[src/core/vdt_defs.svh]
// constants for the valve driver two serial message block
`ifndef VDT_DEFS_SVH
`define VDT_DEFS_SVH

// ----------------------------------------------------------------
// frame layout
// ----------------------------------------------------------------
`define VDT_FRAME_BITS 16
`define VDT_CNT_W 5
`define VDT_PARITY_BIT 15
`define VDT_ID_HI 14
`define VDT_ID_LO 10
`define VDT_FLAG_PERR_BIT 14
`define VDT_FLAG_OC_BIT 13
`define VDT_FLAG_OPEN_BIT 12
`define VDT_FLAG_OT_BIT 11
`define VDT_FLAG_VDS_BIT 10
`define VDT_PAYLOAD_HI 9
`define VDT_PAYLOAD_LO 0
`define VDT_FRAME_ID 5'h0b
`define VDT_FRAME_LEN 5'h10

// ----------------------------------------------------------------
// parity and duty limits
// ----------------------------------------------------------------
// 1'b1: a correct frame holds an odd number of ones over all 16 bits
`define VDT_PARITY_ODD 1'b1
`define VDT_DUTY_OFF 8'h00
`define VDT_DUTY_FULL 8'hff
// 26/255 is the first code at or above 10 %, 229/255 the last at or below 90 %
`define VDT_DUTY_MIN 8'h1a
`define VDT_DUTY_MAX 8'he5

// ----------------------------------------------------------------
// reset values
// ----------------------------------------------------------------
`define VDT_TARGET_RST 10'h000
`define VDT_DUTY_RST 8'h00
`define VDT_SYNC_RST 3'h5

`endif

[src/core/vdt_pkg.sv]
// types shared by the valve driver two serial message block
package vdt_pkg;

    typedef struct packed {
        logic overcurrent;
        logic open_load;
        logic overtemp;
        logic drain_voltage;
    } vdt_fault_t;

    typedef struct packed {
        logic parity;
        logic [4:0] frame_identifier;
        logic [9:0] payload;
    } vdt_frame_t;

    typedef struct packed {
        logic parity;
        logic parity_error;
        vdt_fault_t faults;
        logic [9:0] payload;
    } vdt_resp_t;

    typedef enum logic [2:0] {
        VDT_IDLE = 3'b001,
        VDT_SHIFT = 3'b010,
        VDT_CLOSE = 3'b100
    } vdt_state_t;

endpackage : vdt_pkg

[src/core/vdt_msg.sv]
// serial command interpreter for valve driver two: decode, store and answer
`include "vdt_defs.svh"

// Summary of operation
// (RL1) frame is parity bit 15, identifier 01011 in 14:10, payload 9:0
// (RL2) response bit 14 low when previous frame parity was correct
// (RL3) response bit 14 high when previous frame had a parity error
// (RL4) response bit 13 reports overcurrent shutdown of driver two
// (RL5) response bit 12 reports open load on driver two
// (RL6) response bit 11 reports overtemperature shutdown of driver two
// (RL7) response bit 10 reports drain voltage detection, information only
// (RL8) regulation enabled: write stores 10-bit current target, any feedback select
// (RL9) regulation disabled: write stores upper 8 payload bits as duty
// (RL10) in pwm mode the two lowest written payload bits are ignored
// (RL11) regulation on, select 0: read returns stored current target
// (RL12) regulation on, select 1: read returns regulator output duty
// (RL13) regulation off, select 0: read returns programmed pwm duty
// (RL14) returned programmed duty has payload bits 1:0 at zero
// (RL15) regulation off, select 1: read returns 10-bit adc current
// (RL16) every 16-bit frame with identifier 01011 is parity checked, result reported in next response
module vdt_msg (
    input wire logic ref_clk_i,
    input wire logic rstn_i,
    input wire logic spi_cs_n_i,
    input wire logic spi_sclk_i,
    input wire logic spi_mosi_i,
    output logic spi_miso_o,
    output logic spi_miso_oe_o,
    input wire logic pair_one_two_regulation_disable_i,
    input wire logic readback_feedback_select_i,
    input wire logic driver_two_overcurrent_flag_i,
    input wire logic driver_two_open_load_flag_i,
    input wire logic driver_two_overtemp_flag_i,
    input wire logic driver_two_drain_voltage_flag_i,
    input wire logic [7:0] regulator_duty_i,
    input wire logic [9:0] adc_current_i,
    output logic [9:0] current_target_o,
    output logic [7:0] pwm_duty_o,
    output logic target_write_o,
    output logic duty_write_o,
    output logic duty_reject_o,
    output logic parity_error_o
);

    // ----------------------------------------------------------------
    // functions
    // ----------------------------------------------------------------
    // parity bit that makes a 15-bit body a correct frame
    function automatic logic parity_of(input logic [14:0] body);
        parity_of = (^body) ^ `VDT_PARITY_ODD;
    endfunction : parity_of

    // the duty codes the output stage accepts
    function automatic logic duty_ok(input logic [7:0] duty);
        duty_ok = (duty == `VDT_DUTY_OFF) || (duty == `VDT_DUTY_FULL)
            || ((duty >= `VDT_DUTY_MIN) && (duty <= `VDT_DUTY_MAX));
    endfunction : duty_ok

    // ----------------------------------------------------------------
    // pin synchronisation and edge detection
    // ----------------------------------------------------------------
    logic [2:0] pins_s;
    logic cs_n_s;
    logic sclk_s;
    logic mosi_s;
    logic cs_n_prev_q;
    logic sclk_prev_q;
    logic cs_fall;
    logic cs_rise;
    logic sclk_rise;
    logic sclk_fall;

    vdt_sync u_sync (
        .ref_clk_i(ref_clk_i),
        .rstn_i(rstn_i),
        .async_i({spi_cs_n_i, spi_sclk_i, spi_mosi_i}),
        .sync_o(pins_s)
    );

    assign cs_n_s = pins_s[2];
    assign sclk_s = pins_s[1];
    assign mosi_s = pins_s[0];

    // previous levels reset to the idle pin levels, so release shows no false edge
    always_ff @(posedge ref_clk_i or negedge rstn_i)
    begin
        if (!rstn_i)
        begin
            cs_n_prev_q <= 1'b1;
            sclk_prev_q <= 1'b0;
        end
        else
        begin
            cs_n_prev_q <= cs_n_s;
            sclk_prev_q <= sclk_s;
        end
    end

    assign cs_fall = cs_n_prev_q && !cs_n_s;
    assign cs_rise = !cs_n_prev_q && cs_n_s;
    assign sclk_rise = !sclk_prev_q && sclk_s && !cs_n_s;
    assign sclk_fall = sclk_prev_q && !sclk_s && !cs_n_s;

    // ----------------------------------------------------------------
    // frame sequencing
    // ----------------------------------------------------------------
    vdt_pkg::vdt_state_t state_q;
    vdt_pkg::vdt_state_t state_d;
    logic [`VDT_CNT_W-1:0] bit_cnt_q;
    logic in_shift;

    always_comb
    begin
        state_d = state_q;
        case (state_q)
            vdt_pkg::VDT_IDLE:
                if (cs_fall)
                    state_d = vdt_pkg::VDT_SHIFT;
            vdt_pkg::VDT_SHIFT:
                if (cs_rise)
                    state_d = vdt_pkg::VDT_CLOSE;
            vdt_pkg::VDT_CLOSE:
                state_d = vdt_pkg::VDT_IDLE;
            default:
                state_d = vdt_pkg::VDT_IDLE;
        endcase
    end

    always_ff @(posedge ref_clk_i or negedge rstn_i)
    begin
        if (!rstn_i)
            state_q <= vdt_pkg::VDT_IDLE;
        else
            state_q <= state_d;
    end

    assign in_shift = (state_q == vdt_pkg::VDT_SHIFT);

    // saturates one past a full frame so long frames stay detectable
    always_ff @(posedge ref_clk_i or negedge rstn_i)
    begin
        if (!rstn_i)
            bit_cnt_q <= '0;
        else if (cs_fall)
            bit_cnt_q <= '0;
        else if (in_shift && sclk_rise && (bit_cnt_q <= `VDT_FRAME_LEN))
            bit_cnt_q <= bit_cnt_q + `VDT_CNT_W'(1);
    end

    // ----------------------------------------------------------------
    // response assembly and shifting
    // ----------------------------------------------------------------
    logic resp_valid_q;
    logic parity_err_q;
    logic [9:0] resp_payload;
    vdt_pkg::vdt_resp_t resp;
    logic [15:0] rx_word;
    logic tx_bit;
    vdt_pkg::vdt_frame_t frame;

    always_comb
    begin
        case ({pair_one_two_regulation_disable_i, readback_feedback_select_i})
            // (RL11) current target readback
            2'b00: resp_payload = current_target_o;
            // (RL12) regulator output duty
            2'b01: resp_payload = {regulator_duty_i, 2'b00};
            // (RL13) (RL14) programmed duty, low bits zero
            2'b10: resp_payload = {pwm_duty_o, 2'b00};
            // (RL15) measured current
            2'b11: resp_payload = adc_current_i;
            default: resp_payload = 10'h000;
        endcase
    end

    always_comb
    begin
        // (RL2) (RL3) previous frame parity status
        resp.parity_error = parity_err_q;
        // (RL4) (RL5) (RL6) (RL7) live fault flags
        resp.faults.overcurrent = driver_two_overcurrent_flag_i;
        resp.faults.open_load = driver_two_open_load_flag_i;
        resp.faults.overtemp = driver_two_overtemp_flag_i;
        resp.faults.drain_voltage = driver_two_drain_voltage_flag_i;
        resp.payload = resp_payload;
        // (RL1) response carries its own parity
        resp.parity = parity_of({resp.parity_error, resp.faults, resp.payload});
    end

    // the response is frozen at chip select so a flag that moves mid-frame
    // cannot tear the word on the wire
    vdt_shift u_shift (
        .ref_clk_i(ref_clk_i),
        .rstn_i(rstn_i),
        .load_i(cs_fall),
        .tx_word_i(resp),
        .sample_i(in_shift && sclk_rise),
        .rx_bit_i(mosi_s),
        .advance_i(in_shift && sclk_fall && (bit_cnt_q != '0)),
        .rx_word_o(rx_word),
        .tx_bit_o(tx_bit)
    );

    assign frame = rx_word;

    // only answer when the previous frame addressed this driver, the
    // other message decoders own the data line otherwise
    always_ff @(posedge ref_clk_i or negedge rstn_i)
    begin
        if (!rstn_i)
        begin
            spi_miso_o <= 1'b0;
            spi_miso_oe_o <= 1'b0;
        end
        else
        begin
            spi_miso_o <= (in_shift || cs_fall) ? tx_bit : 1'b0;
            spi_miso_oe_o <= resp_valid_q && !cs_n_s && (in_shift || cs_fall);
        end
    end

    // ----------------------------------------------------------------
    // frame evaluation
    // ----------------------------------------------------------------
    logic closing;
    logic len_ok;
    logic id_ok;
    logic par_ok;
    logic accept;

    assign closing = (state_q == vdt_pkg::VDT_CLOSE);
    assign len_ok = (bit_cnt_q == `VDT_FRAME_LEN);
    // (RL1) identifier match
    assign id_ok = (frame.frame_identifier == `VDT_FRAME_ID);
    // (RL16) parity check
    assign par_ok = (frame.parity == parity_of(rx_word[14:0]));
    // a refused frame leaves both stored setpoints untouched
    assign accept = closing && len_ok && id_ok && par_ok;

    // (RL16) result held for next response
    always_ff @(posedge ref_clk_i or negedge rstn_i)
    begin
        if (!rstn_i)
        begin
            resp_valid_q <= 1'b0;
            parity_err_q <= 1'b0;
        end
        else if (closing)
        begin
            resp_valid_q <= len_ok && id_ok;
            if (len_ok && id_ok)
                parity_err_q <= !par_ok;
        end
    end

    assign parity_error_o = parity_err_q;

    // ----------------------------------------------------------------
    // setpoint storage
    // ----------------------------------------------------------------
    logic pwm_mode;
    logic [7:0] new_duty;

    assign pwm_mode = pair_one_two_regulation_disable_i;
    // (RL9) (RL10) duty from bits 9:2, 1:0 dropped
    assign new_duty = frame.payload[9:2];

    // (RL8) current target write
    always_ff @(posedge ref_clk_i or negedge rstn_i)
    begin
        if (!rstn_i)
            current_target_o <= `VDT_TARGET_RST;
        else if (accept && !pwm_mode)
            current_target_o <= frame.payload;
    end

    // (RL9) duty write, invalid codes keep the old duty
    always_ff @(posedge ref_clk_i or negedge rstn_i)
    begin
        if (!rstn_i)
            pwm_duty_o <= `VDT_DUTY_RST;
        else if (accept && pwm_mode && duty_ok(new_duty))
            pwm_duty_o <= new_duty;
    end

    always_ff @(posedge ref_clk_i or negedge rstn_i)
    begin
        if (!rstn_i)
        begin
            target_write_o <= 1'b0;
            duty_write_o <= 1'b0;
            duty_reject_o <= 1'b0;
        end
        else
        begin
            target_write_o <= accept && !pwm_mode;
            duty_write_o <= accept && pwm_mode && duty_ok(new_duty);
            duty_reject_o <= accept && pwm_mode && !duty_ok(new_duty);
        end
    end

endmodule : vdt_msg

[src/core/vdt_shift.sv]
// 16-bit receive and transmit shift registers of the serial link
module vdt_shift (
    input wire logic ref_clk_i,
    input wire logic rstn_i,
    input wire logic load_i,
    input wire logic [15:0] tx_word_i,
    input wire logic sample_i,
    input wire logic rx_bit_i,
    input wire logic advance_i,
    output logic [15:0] rx_word_o,
    output logic tx_bit_o
);

    logic [15:0] tx_q;

    always_ff @(posedge ref_clk_i or negedge rstn_i)
    begin
        if (!rstn_i)
            tx_q <= 16'h0000;
        else if (load_i)
            tx_q <= tx_word_i;
        else if (advance_i)
            tx_q <= {tx_q[14:0], 1'b0};
    end

    // msb first in both directions
    always_ff @(posedge ref_clk_i or negedge rstn_i)
    begin
        if (!rstn_i)
            rx_word_o <= 16'h0000;
        else if (load_i)
            rx_word_o <= 16'h0000;
        else if (sample_i)
            rx_word_o <= {rx_word_o[14:0], rx_bit_i};
    end

    assign tx_bit_o = tx_q[15];

endmodule : vdt_shift

[src/core/vdt_sync.sv]
// two flip-flop synchroniser for the serial pins
`include "vdt_defs.svh"
module vdt_sync (
    input wire logic ref_clk_i,
    input wire logic rstn_i,
    input wire logic [2:0] async_i,
    output logic [2:0] sync_o
);

    logic [2:0] meta_q;

    // first stage feeds only the second stage
    always_ff @(posedge ref_clk_i or negedge rstn_i)
    begin
        if (!rstn_i)
        begin
            meta_q <= `VDT_SYNC_RST;
            sync_o <= `VDT_SYNC_RST;
        end
        else
        begin
            meta_q <= async_i;
            sync_o <= meta_q;
        end
    end

endmodule : vdt_sync
[config.mk]
export PLATFORM = sky130hd
export DESIGN_NAME = vdt_msg
export DESIGN_NICKNAME = d
export VERILOG_FILES = /design/src/core/vdt_pkg.sv /design/src/core/vdt_msg.sv /design/src/core/vdt_shift.sv /design/src/core/vdt_sync.sv
export VERILOG_INCLUDE_DIRS = /design/src /design/src/core
export SDC_FILE = /design/constraint.sdc
export NUM_CORES = 1
export LEC_CHECK = 0
export ABC_AREA = 0
export BUFFER_PORTS_ARGS = -buffer_cell sky130_fd_sc_hd__buf_2
export CAP_MARGIN = 30
export CORE_AREA = 4 4 96 98
export CTS_CLUSTER_DIAMETER = 30
export DETAILED_ROUTE_END_ITERATION = 10
export DIE_AREA = 0 0 100 102
export GPL_TIMING_DRIVEN = 0
export SLEW_MARGIN = 25
export SYNTH_ARGS = -nofsm -noshare
export SYNTH_HDL_FRONTEND = slang
export SYNTH_SLANG_ARGS = --single-unit
[constraint.sdc]
create_clock -name ref_clk_i -period 3.59 [get_ports ref_clk_i]
set_clock_uncertainty 0.05 [all_clocks]
set_input_delay 0.718 -clock ref_clk_i [delete_from_list [all_inputs] [get_ports ref_clk_i]]
set_output_delay 0.718 -clock ref_clk_i [all_outputs]
set_load 0.01 [all_outputs]
* Word-level counts from Yosys, hierarchy flattened
Cells that the tools add are included.
W data, S select, Z words.
** Word-level totals
- Bits in registers :: 73
- Bits in latches :: 0
- RAM bits :: 0
- ROM bits :: 0
- Bits of input ports :: 29
- Output and inout bits :: 24
- Word-level logic and storage cells :: 87
- Memories :: 0
** Operators by class
- $add $sub $neg :: 1
- $mul :: 0
- Div/mod/pow operators :: 0
- $lt $le $gt $ge :: 3
- Equality and inequality tests :: 12
- Shift-type cells :: 0
- Mux-type cells :: 11
- Bitwise gates (word level) :: 2
- Reduce and logical (&&, ||, !) cells :: 41
** Operators with widths (count)
- $mux W16 :: 4
- $pmux W10 S4 :: 1
- $reduce_xor A15 Y1 :: 2
- $logic_and A1 B1 Y1 :: 21
- $mux W5 :: 2
- $eq A8 B8 Y1 const B :: 1
- $ge A8 B5 Y1 const B :: 1
- $le A8 B8 Y1 const B :: 1
- $logic_not A8 Y1 :: 1
- $logic_not A1 Y1 :: 7
- $mux W3 :: 2
- $pmux W3 S2 :: 1
- $reduce_bool A2 Y1 :: 3
- $add A5 B1 Y5 const B :: 1
- $eq A5 B4 Y1 const B :: 1
- $eq A5 B5 Y1 const B :: 1
- $le A5 B5 Y1 const B :: 1
- $reduce_bool A5 Y1 :: 1
- $eq A2 B2 Y1 const B :: 2
- $ne A2 B2 Y1 const B :: 2
- $reduce_and A2 Y1 :: 2
- $eq A3 B1 Y1 const B :: 1
- $eq A3 B2 Y1 const B :: 1
- $eq A3 B3 Y1 const B :: 1
- other kinds (6) :: 9

* Longest topological paths before layout
Gate-level depths: netlist of run 1.
- Depth in word-level cells :: 7
- Gate-level depth with buffers :: 10
- Mapped depth without buffers :: 8

* By module
Synthesis of run 1 repeated with hierarchy kept, for this count alone.
** Unflattened totals
- Cells, all modules :: 309
- Area total of the unflattened synthesis :: 3736.1 µm²
** Modules (own cells, without submodules)
- vdt_msg :: times used 1, cells an instance 182, area each 2179.6 µm², seq. area each 878.3 µm²
- vdt_shift :: times used 1, cells an instance 121, area each 1401.3 µm², seq. area each 800.8 µm²
- vdt_sync :: times used 1, cells an instance 6, area each 155.1 µm², seq. area each 155.1 µm²

* Least setup slack after synthesis of run 1
No wires, ideal clock.
- Kind :: reg-to-reg
- Start :: register u_shift.rx_word_o[4]
- End :: register current_target_o[0]
- Setup time :: 0.125 ns
- Arrival time :: 2.405 ns
- Data required time :: 3.415 ns
- Path slack :: 1.010 ns
- Stages on the path, launching flop included :: 8
- Path buffers :: 0
- Period minus slack after synthesis :: 2.580 ns
- Cells stage by stage :: dfrtp_1 > inv_1 > ha_1 > xnor2_1 > xnor3_1 > xnor2_2 > nor3_2 > mux2_2
** Between the ends
- Cells in the longest elaborated chain, start to end :: 5
** Ends and longest elaborated chain
- start: declaration :: line vdt_shift.sv:10 : output logic [15:0] rx_word_o,
- start signal: assignment :: line vdt_shift.sv:34 : rx_word_o <= {rx_word_o[14:0], rx_bit_i};
- $reduce_xor A15 Y1 :: line vdt_msg.sv:50 : parity_of = (^body) ^ `VDT_PARITY_ODD;
- $not A1 Y1 (no line)
- $eq A1 B1 Y1 :: line vdt_msg.sv:236 : assign par_ok = (frame.parity == parity_of(rx_word[14:0]));
- $logic_and A1 B1 Y1 :: line vdt_msg.sv:238 : assign accept = closing && len_ok && id_ok && par_ok;
- $logic_and A1 B1 Y1 :: line vdt_msg.sv:273 : else if (accept && !pwm_mode)
- end signal: assignment :: line vdt_msg.sv:272 : current_target_o <= `VDT_TARGET_RST;
- end signal: assignment :: line vdt_msg.sv:274 : current_target_o <= frame.payload;
- end: declaration :: line vdt_msg.sv:37 : output logic [9:0] current_target_o,
No other way between the ends.
A chain may end at the register's enable or synchronous reset.

* Worst setup path after layout of run 1
- Start :: register u_shift.rx_word_o[6]
- End :: register current_target_o[8]
Same word-level chain as after synthesis.

==> summary.txt, run 1 <==
Place
  • Cell area after placement: between 4000 and 5000 µm²
  • Post-DP HPWL: ~5500 µm
  • GP Congestion: 0.794
  • Port Buffers: between 50 and 60

Status
  • Status: complete, no violations

Power
  • Worst vdd rail ir drop: 0.251 mV
  • Pwr/cell area: around 440 nW/µm²
  • Leak Pwr: roughly 2.1 nW

STA
  • Fin crit share: between 80% and 90%
  • Slew Limit Fails: 0
  • Final setup viols: 0
  • Worst Tran Pin Value: around 0.84 ns
  • Fmax: between 300 and 400 MHz
  • Tmin final: about 3.0 ns
  • Setup TNS Final: 0 ns
  • Final Hold Viols: 0
  • Worst rel slew slack: 44.0%
  • RSZ-0062 raised after global routing: false

Final layout
  • Fin area: 4360 µm²
  • Antenna cells: 0
  • # fillers: between 700 and 800
  • Layout area overhead: 18.8%
  • Layout Nets: about 430
  • Share of layout cells above drive strength 1: around 28%

Global routing
  • Grt total ovfl: 0
  • Total track usage: 15.3%
  • Largest net degree at the start of global routing: 51
  • Vias in the first global route: 2425
  • Antenna violations before repair: 0
  • First-pass GRT wire length: around 12000 µm

Route
  • # DRC: 0
  • Initial detailed-routing violation count: 89
  • Drt first pass iters: 4
  • Vias per std cell: approximately 5
  • Post-DRT Antenna Nets: 0
  • Via count: between 2000 and 2500
  • Routed len/inst: approximately 15 µm
  • Routed WL: between 7000 and 8000 µm

Clock tree
  • Root buf cell: clkbuf_8
  • Worst-path clk slew: ~0.080 ns
  • Post-CTS Hold Buffers: 0
  • CTS resizes: 0
  • Largest buffer count on any clock path: 2
  • CTS Buf Count: 9
  • Clock Latency Late Sink: roughly 0.34 ns
  • Clk sinks: between 70 and 80
  • H-tree depth: 3
  • Post-CTS setup buffers: 0
  • CTS tree: yes

Yosys
  • Commonest cells post-synth: dfrtp_1 (67), nor2_1 (41), mux2i_1 (21)
  • Register bit total from synthesis: 73
  • Avg Inst Size Synth: ~12 µm²
  • Yosys cell types: 42
  • Syn Inst Count: 318
  • Area leader, netlist: dfrtp_1
  • Yosys top cell area share: 45.7%
  • Seq/Total Area, Yosys: about half
  • Count leader, synth: dfrtp_1
  • Largest cells by area after synthesis: dfrtp_1 (46%), ha_1 (6.1%), mux2i_1 (5.7%), mux2_2 (5.5%), mux4_2 (4.9%)
  • Syn Std Cell Area: 3670 µm²
  • Main synth FF type: dfrtp_1
  • FFs w/ async S/R, synth: between 90% and 100%
  • Synthesis Warnings: 0
  • EDFF count, synth: 0
  • Synth Net Count: approximately 370

Floorplan
  • Die ar.: approximately 10000 µm²
  • FP Rows: 34
  • Num ports: 53
  • Area of the core: around 8500 µm²
  • DIE HEIGHT: ~100 µm
  • Starting Density: between 40% and 50%
  • Die X: about 100 µm

Worst setup path
  • Worst path top cell family by delay: XOR/XNOR gates
  • Crit path largest cell delay: a little under 0.7 ns
  • Worst path slowest cell: nor3_2
  • Worst path bufs/invs: 1
  • Worst Setup End Kind: register
  • Crit-path max FO: 10
  • Setup CP Type: register to register
  • WP data arrival: 3.18 ns
  • Worst-path cell chain: inv_1, ha_1, xnor2_1, xnor3_1, xnor2_2, nor3_2, mux2_2
  • CP Launch Type: register
  • Req. time, crit path: about 3.8 ns

Flow run
  • Max-cap violations: 0

Min path
  • Worst hold path type: input pin to async pin
-- state kept, by name, summed over array words and instances, names as in the netlist, 3 cells and up --
name and cells:
u_sync.meta_q 3, u_shift.tx_q 16, state_q 3, pwm_duty_o 8
bit_cnt_q 5, u_shift.rx_word_o 16, u_sync.sync_o 3, current_target_o 10
-- cell families (layout without fill, tap and decap cells) --
kind of cell	after synthesis	in the layout	share of synthesized area, %
and+or+nand+nor	87	87	11.2
DFF	73	73	49.9
muxes	47	47	16.1
AOI/OAI and AO/OA	41	41	6.54
buffers and inverters	28	96	3.30
xor gates and xnor gates	24	24	6.68
adders and majority gates	18	18	6.13
-- metal layers --
metal / part of all wire, % / routed length (µm) / up-vias / GRT usage, %
met5: 0 / 0 / - / 0
met4: 1.2 / 87 / 0 / 4.97
met3: 3.6 / 266 / 8 / 3.75
met2: 48 / 3600 / 51 / 23.9
met1: 47 / 3500 / 1219 / 21.1
li1: - / - / 1212 / -
-- worst paths after layout --
check / slack [ns] / end / start / cells after the start
min in group ref_clk_i: 0.31 / u_sync.sync_o[1] / u_sync.meta_q[1] / 0
max in group asynchronous: 2.66 / u_sync.meta_q[0] / rstn_i / 2
hold / removal: 0.21 / u_shift.tx_q[1] / rstn_i / 1
setup / recovery: 0.58 / current_target_o[8] / u_shift.rx_word_o[6] / 7
setup reg to reg: 0.58 / current_target_o[8] / u_shift.rx_word_o[6] / 7
hold reg to reg: 0.31 / u_sync.sync_o[1] / u_sync.meta_q[1] / 0
-- cells in the final DEF (no fill, tap or decap), types with 3 or more instances in the layout --
master / instances
nor2b_1: 3
mux2_2: 18
nand2_1: 19
xor2_1: 3
xnor2_1: 18
clkbuf_1: 7
mux2i_1: 21
buf_2: 54
mux4_2: 8
nand4_1: 3
clkbuf_8: 10
dfrtp_1: 67
nand3_1: 4
ha_1: 18
inv_1: 15
dfstp_2: 6
and3_1: 3
bufinv_16: 4
a21oi_1: 13
nor2_1: 41
o21ai_0: 18
-- per-stage QoR --
stage               hold WS, ns  setup WS [ns]  power [mW]  util [%]  instances
floorplan                 0.281           1.01        1.01         -        318
detailed placement        0.286          0.608        1.08      48.3        478
finish                    0.212          0.579        1.91      51.5        494
global route              0.219          0.421        1.99      51.5        494
CTS                       0.202          0.564        1.94      51.5        494
global placement          0.291          0.606        1.07      48.0        477
-- layout make-up --
cell class | count | area, µm² | share of cell area [%]
plain buffers | 13 | 65.1 | 1.49
clock buffers | 11 | 141 | 3.24
clock inverters | 5 | 128 | 2.93
inverters | 15 | 56.3 | 1.29
multi-input cells | 217 | 1720 | 39.4
flip-flops and latches | 73 | 1830 | 42.1
well taps | 108 | 135 | 3.10
repair buffers | 52 | 285 | 6.54
-- report_power, final --
group          leakage (nW)  internal (mW)  switching, mW
clock                 0.130          0.551          0.296
sequential            0.973          0.866         0.0229
combinational         0.998         0.0820         0.0885
total                  2.10           1.50          0.407
Note: power is estimated with default switching activity, not from simulation.
==> inputs of run 2 (changes only) <==
--- a/config.mk
+++ b/config.mk
@@ -14,6 +14,7 @@
 export DETAILED_ROUTE_END_ITERATION = 10
 export DIE_AREA = 0 0 100 102
 export GPL_TIMING_DRIVEN = 0
+export PLACE_DENSITY = 0.66
 export SLEW_MARGIN = 25
 export SYNTH_ARGS = -nofsm -noshare
 export SYNTH_HDL_FRONTEND = slang
==> constraint.sdc (replaced) <==
create_clock -name ref_clk_i -period 2.6 [get_ports ref_clk_i]
set_clock_uncertainty 0.05 [all_clocks]
set_input_delay 0.52 -clock ref_clk_i [delete_from_list [all_inputs] [get_ports ref_clk_i]]
set_output_delay 0.52 -clock ref_clk_i [all_outputs]
set_load 0.01 [all_outputs]
==> run 2 against run 1 <==
Against the previous run:
- register-to-register slack worse by 0.49 ns
- count of clock-buffer cells in the layout did not move
- utilization increased by 0.41 points
- combinational power rose by 37%
- global-route usage grew 0.78 points
- via count increased by 1.7%
- clock power increased by 3.9%
- setup slack worse by 0.49 ns
- highest routed layer unchanged
==> summary.txt, run 2 (synthesized netlist as in run 1, its figures left out) <==
Worst setup path
  • Crit path largest cell delay: 0.45 ns (-0.24 ns)
  • Worst path bufs/invs: 2 (+1)
  • Setup CP Type: register to register
  • Crit-path max FO: 8 (-2)
  • CP Launch Type: register
  • Worst path top cell family by delay: XOR/XNOR gates
  • Worst Setup End Kind: register
  • WP data arrival: 2.69 ns (-0.49 ns)
  • Req. time, crit path: 2.78 ns (-0.98 ns)
  • Worst-path cell chain: inv_2, ha_1, xnor2_1, xnor3_1, xnor2_2, nor2_1, and3_1, buf_6, mux2_2
  • Worst path slowest cell: xnor3_1

Route
  • # DRC: 0 (unchanged)
  • Drt first pass iters: 4 (unchanged)
  • Initial detailed-routing violation count: 88 (-1.1%)
  • Vias per std cell: 5.03 (-0.29%)
  • Post-DRT Antenna Nets: 0 (unchanged)
  • Routed WL: 7520 µm (+0.83%)
  • Routed len/inst: 14.9 µm (-1.2%)
  • Via count: 2533 (+1.7%)

Global routing
  • Largest net degree at the start of global routing: 49 (-3.9%)
  • First-pass GRT wire length: 12800 µm (+4.9%)
  • Vias in the first global route: 2643 (+9.0%)
  • Antenna violations before repair: 0 (unchanged)
  • Total track usage: 16.1% (+0.78 points)
  • Grt total ovfl: 0 (unchanged)

Floorplan
  • Starting Density: 43.4% (unchanged)
  • Num ports: 53 (unchanged)
  • Die ar.: 10200 µm² (unchanged)
  • FP Rows: 34 (unchanged)
  • DIE HEIGHT: 102 µm (unchanged)
  • Area of the core: 8470 µm² (unchanged)
  • Die X: 100 µm (unchanged)

Final layout
  • Biggest regs: u_shift.rx_word_o x16, u_shift.tx_q x16, current_target_o x10
  • Layout Nets: 438 (+2.3%)
  • Commonest non-fill, non-tap cell in the layout: dfrtp_1
  • Final core utilization: 51.9% (+0.41 points)
  • Share of layout cells above drive strength 1: 31.8% (+3.6 points)
  • # fillers: 765 (+1.7%)
  • Most frequent cells in the layout: dfrtp_1 (63), buf_2 (53), nor2_1 (40), mux2i_1 (21), nand2_1 (19)
  • Fin area: 4400 µm² (+0.80%)
  • Antenna cells: 0 (unchanged)
  • Layout area overhead: 19.7%

Clock tree
  • CTS Buf Count: 9 (unchanged)
  • Worst-path clk slew: 0.08 ns (about the same)
  • Largest buffer count on any clock path: 2 (unchanged)
  • Post-CTS Hold Buffers: 0 (unchanged)
  • Root buf cell: clkbuf_8
  • CTS tree: yes
  • Clock Latency Late Sink: 0.34 ns (about the same)
  • H-tree depth: 3 (unchanged)
  • Clk sinks: 73 (unchanged)

STA
  • Worst rel slew slack: 57.9% (+14 points)
  • Setup TNS Final: 0 ns (unchanged)
  • Fin crit share: 96.5% (+13 points)
  • Final setup viols: 0 (unchanged)
  • Tmin final: 2.51 ns (-0.503 ns)
  • Fmax: 399 MHz (+20%)
  • Worst Tran Pin Value: 0.632 ns (-0.204 ns)
  • Slew Limit Fails: 0 (unchanged)
  • Final Hold Viols: 0 (unchanged)

Place
  • GP Congestion: 0.847 (+6.6%)
  • Port Buffers: 51 (unchanged)
  • Post-DP HPWL: 5540 µm (+1.1%)
  • Cell area after placement: 4090 µm² (unchanged)

Power
  • Internal: 1.78 mW (+18%)
  • Leak Pwr: 2.12 nW (+0.93%)
  • Switching power: 0.567 mW (+39%)
  • Clock power frac: 37.6% (-6.8 points)
  • Pwr/cell area: 533 nW/µm² (+22%)
  • Switch share: 24.2% (+2.8 points)
  • Sequential Power Share: 52.4% (+5.8 points)
  • Combinational fraction of design power: 10.0% (+1.1 points)
  • Worst vdd rail ir drop: 0.246 mV (-1.8%)

Min path
  • Worst hold path type: input pin to async pin

Flow run
  • Max-cap violations: 0 (unchanged)

Status
  • Status: complete, no violations
run 2: layout make-up:
cell class	instances	area (µm²)	share of cell area, %
flip-flops and latches	73	1840	41.8
multi-input cells	217	1730	39.2
repair buffers	62	373	8.48
clock buffers	11	141	3.22
well taps	108	135	3.07
plain buffers	13	71.3	1.62
inverters	15	56.3	1.28
clock inverters	5	55.1	1.25
run 2: per-stage QoR:
stage                     instances  power, mW  setup slack [ns]  hold slack [ns]
final                           504       2.34            0.0921           0.0373
after global placement          477       1.47            -0.441            0.291
after global routing            504       2.45           -0.0117           0.0449
after CTS                       497       2.37           0.00838           0.0333
after detailed placement        478       1.49            -0.469            0.290
after floorplan                 318       1.39            0.0202            0.174
run 2: worst paths after layout:
path / end / cells after the start / slack (ns) / startpoint
min reg2reg: u_sync.sync_o[1] / 0 / 0.30 / u_sync.meta_q[1]
max: pwm_duty_o[4] / 9 / 0.09 / u_shift.rx_word_o[6]
min: pwm_duty_o[5] / 1 / 0.04 / rstn_i
max reg2reg: pwm_duty_o[4] / 9 / 0.09 / u_shift.rx_word_o[6]
max in group asynchronous: state_q[0] / 2 / 1.86 / rstn_i
min in group ref_clk_i: u_sync.meta_q[2] / 1 / 0.22 / spi_cs_n_i
run 2: metal layers:
layer,GRT usage (%),vias to the layer above,wire length (µm)
met5,0,-,0
met4,5.60,0,110
met3,3.55,11,271
met2,26.6,38,3700
met1,21.0,1246,3430
li1,-,1238,-
run 2: timing repair:
item | CTS | global route
pin swaps | 2 | 4
buffers inserted | 3 | 7
gates resized for setup | 7 | 3
endpoints found under the setup margin | 18 | 16
run 2: power by group through the flow:
stage                     Combinational (mW)  Sequential (mW)  Clock (mW)
after global routing                   0.264             1.24       0.951
after floorplan                        0.152             1.24           0
final                                  0.234             1.23       0.880
after global placement                 0.228             1.25           0
after detailed placement               0.239             1.25           0
after CTS                              0.240             1.23       0.907
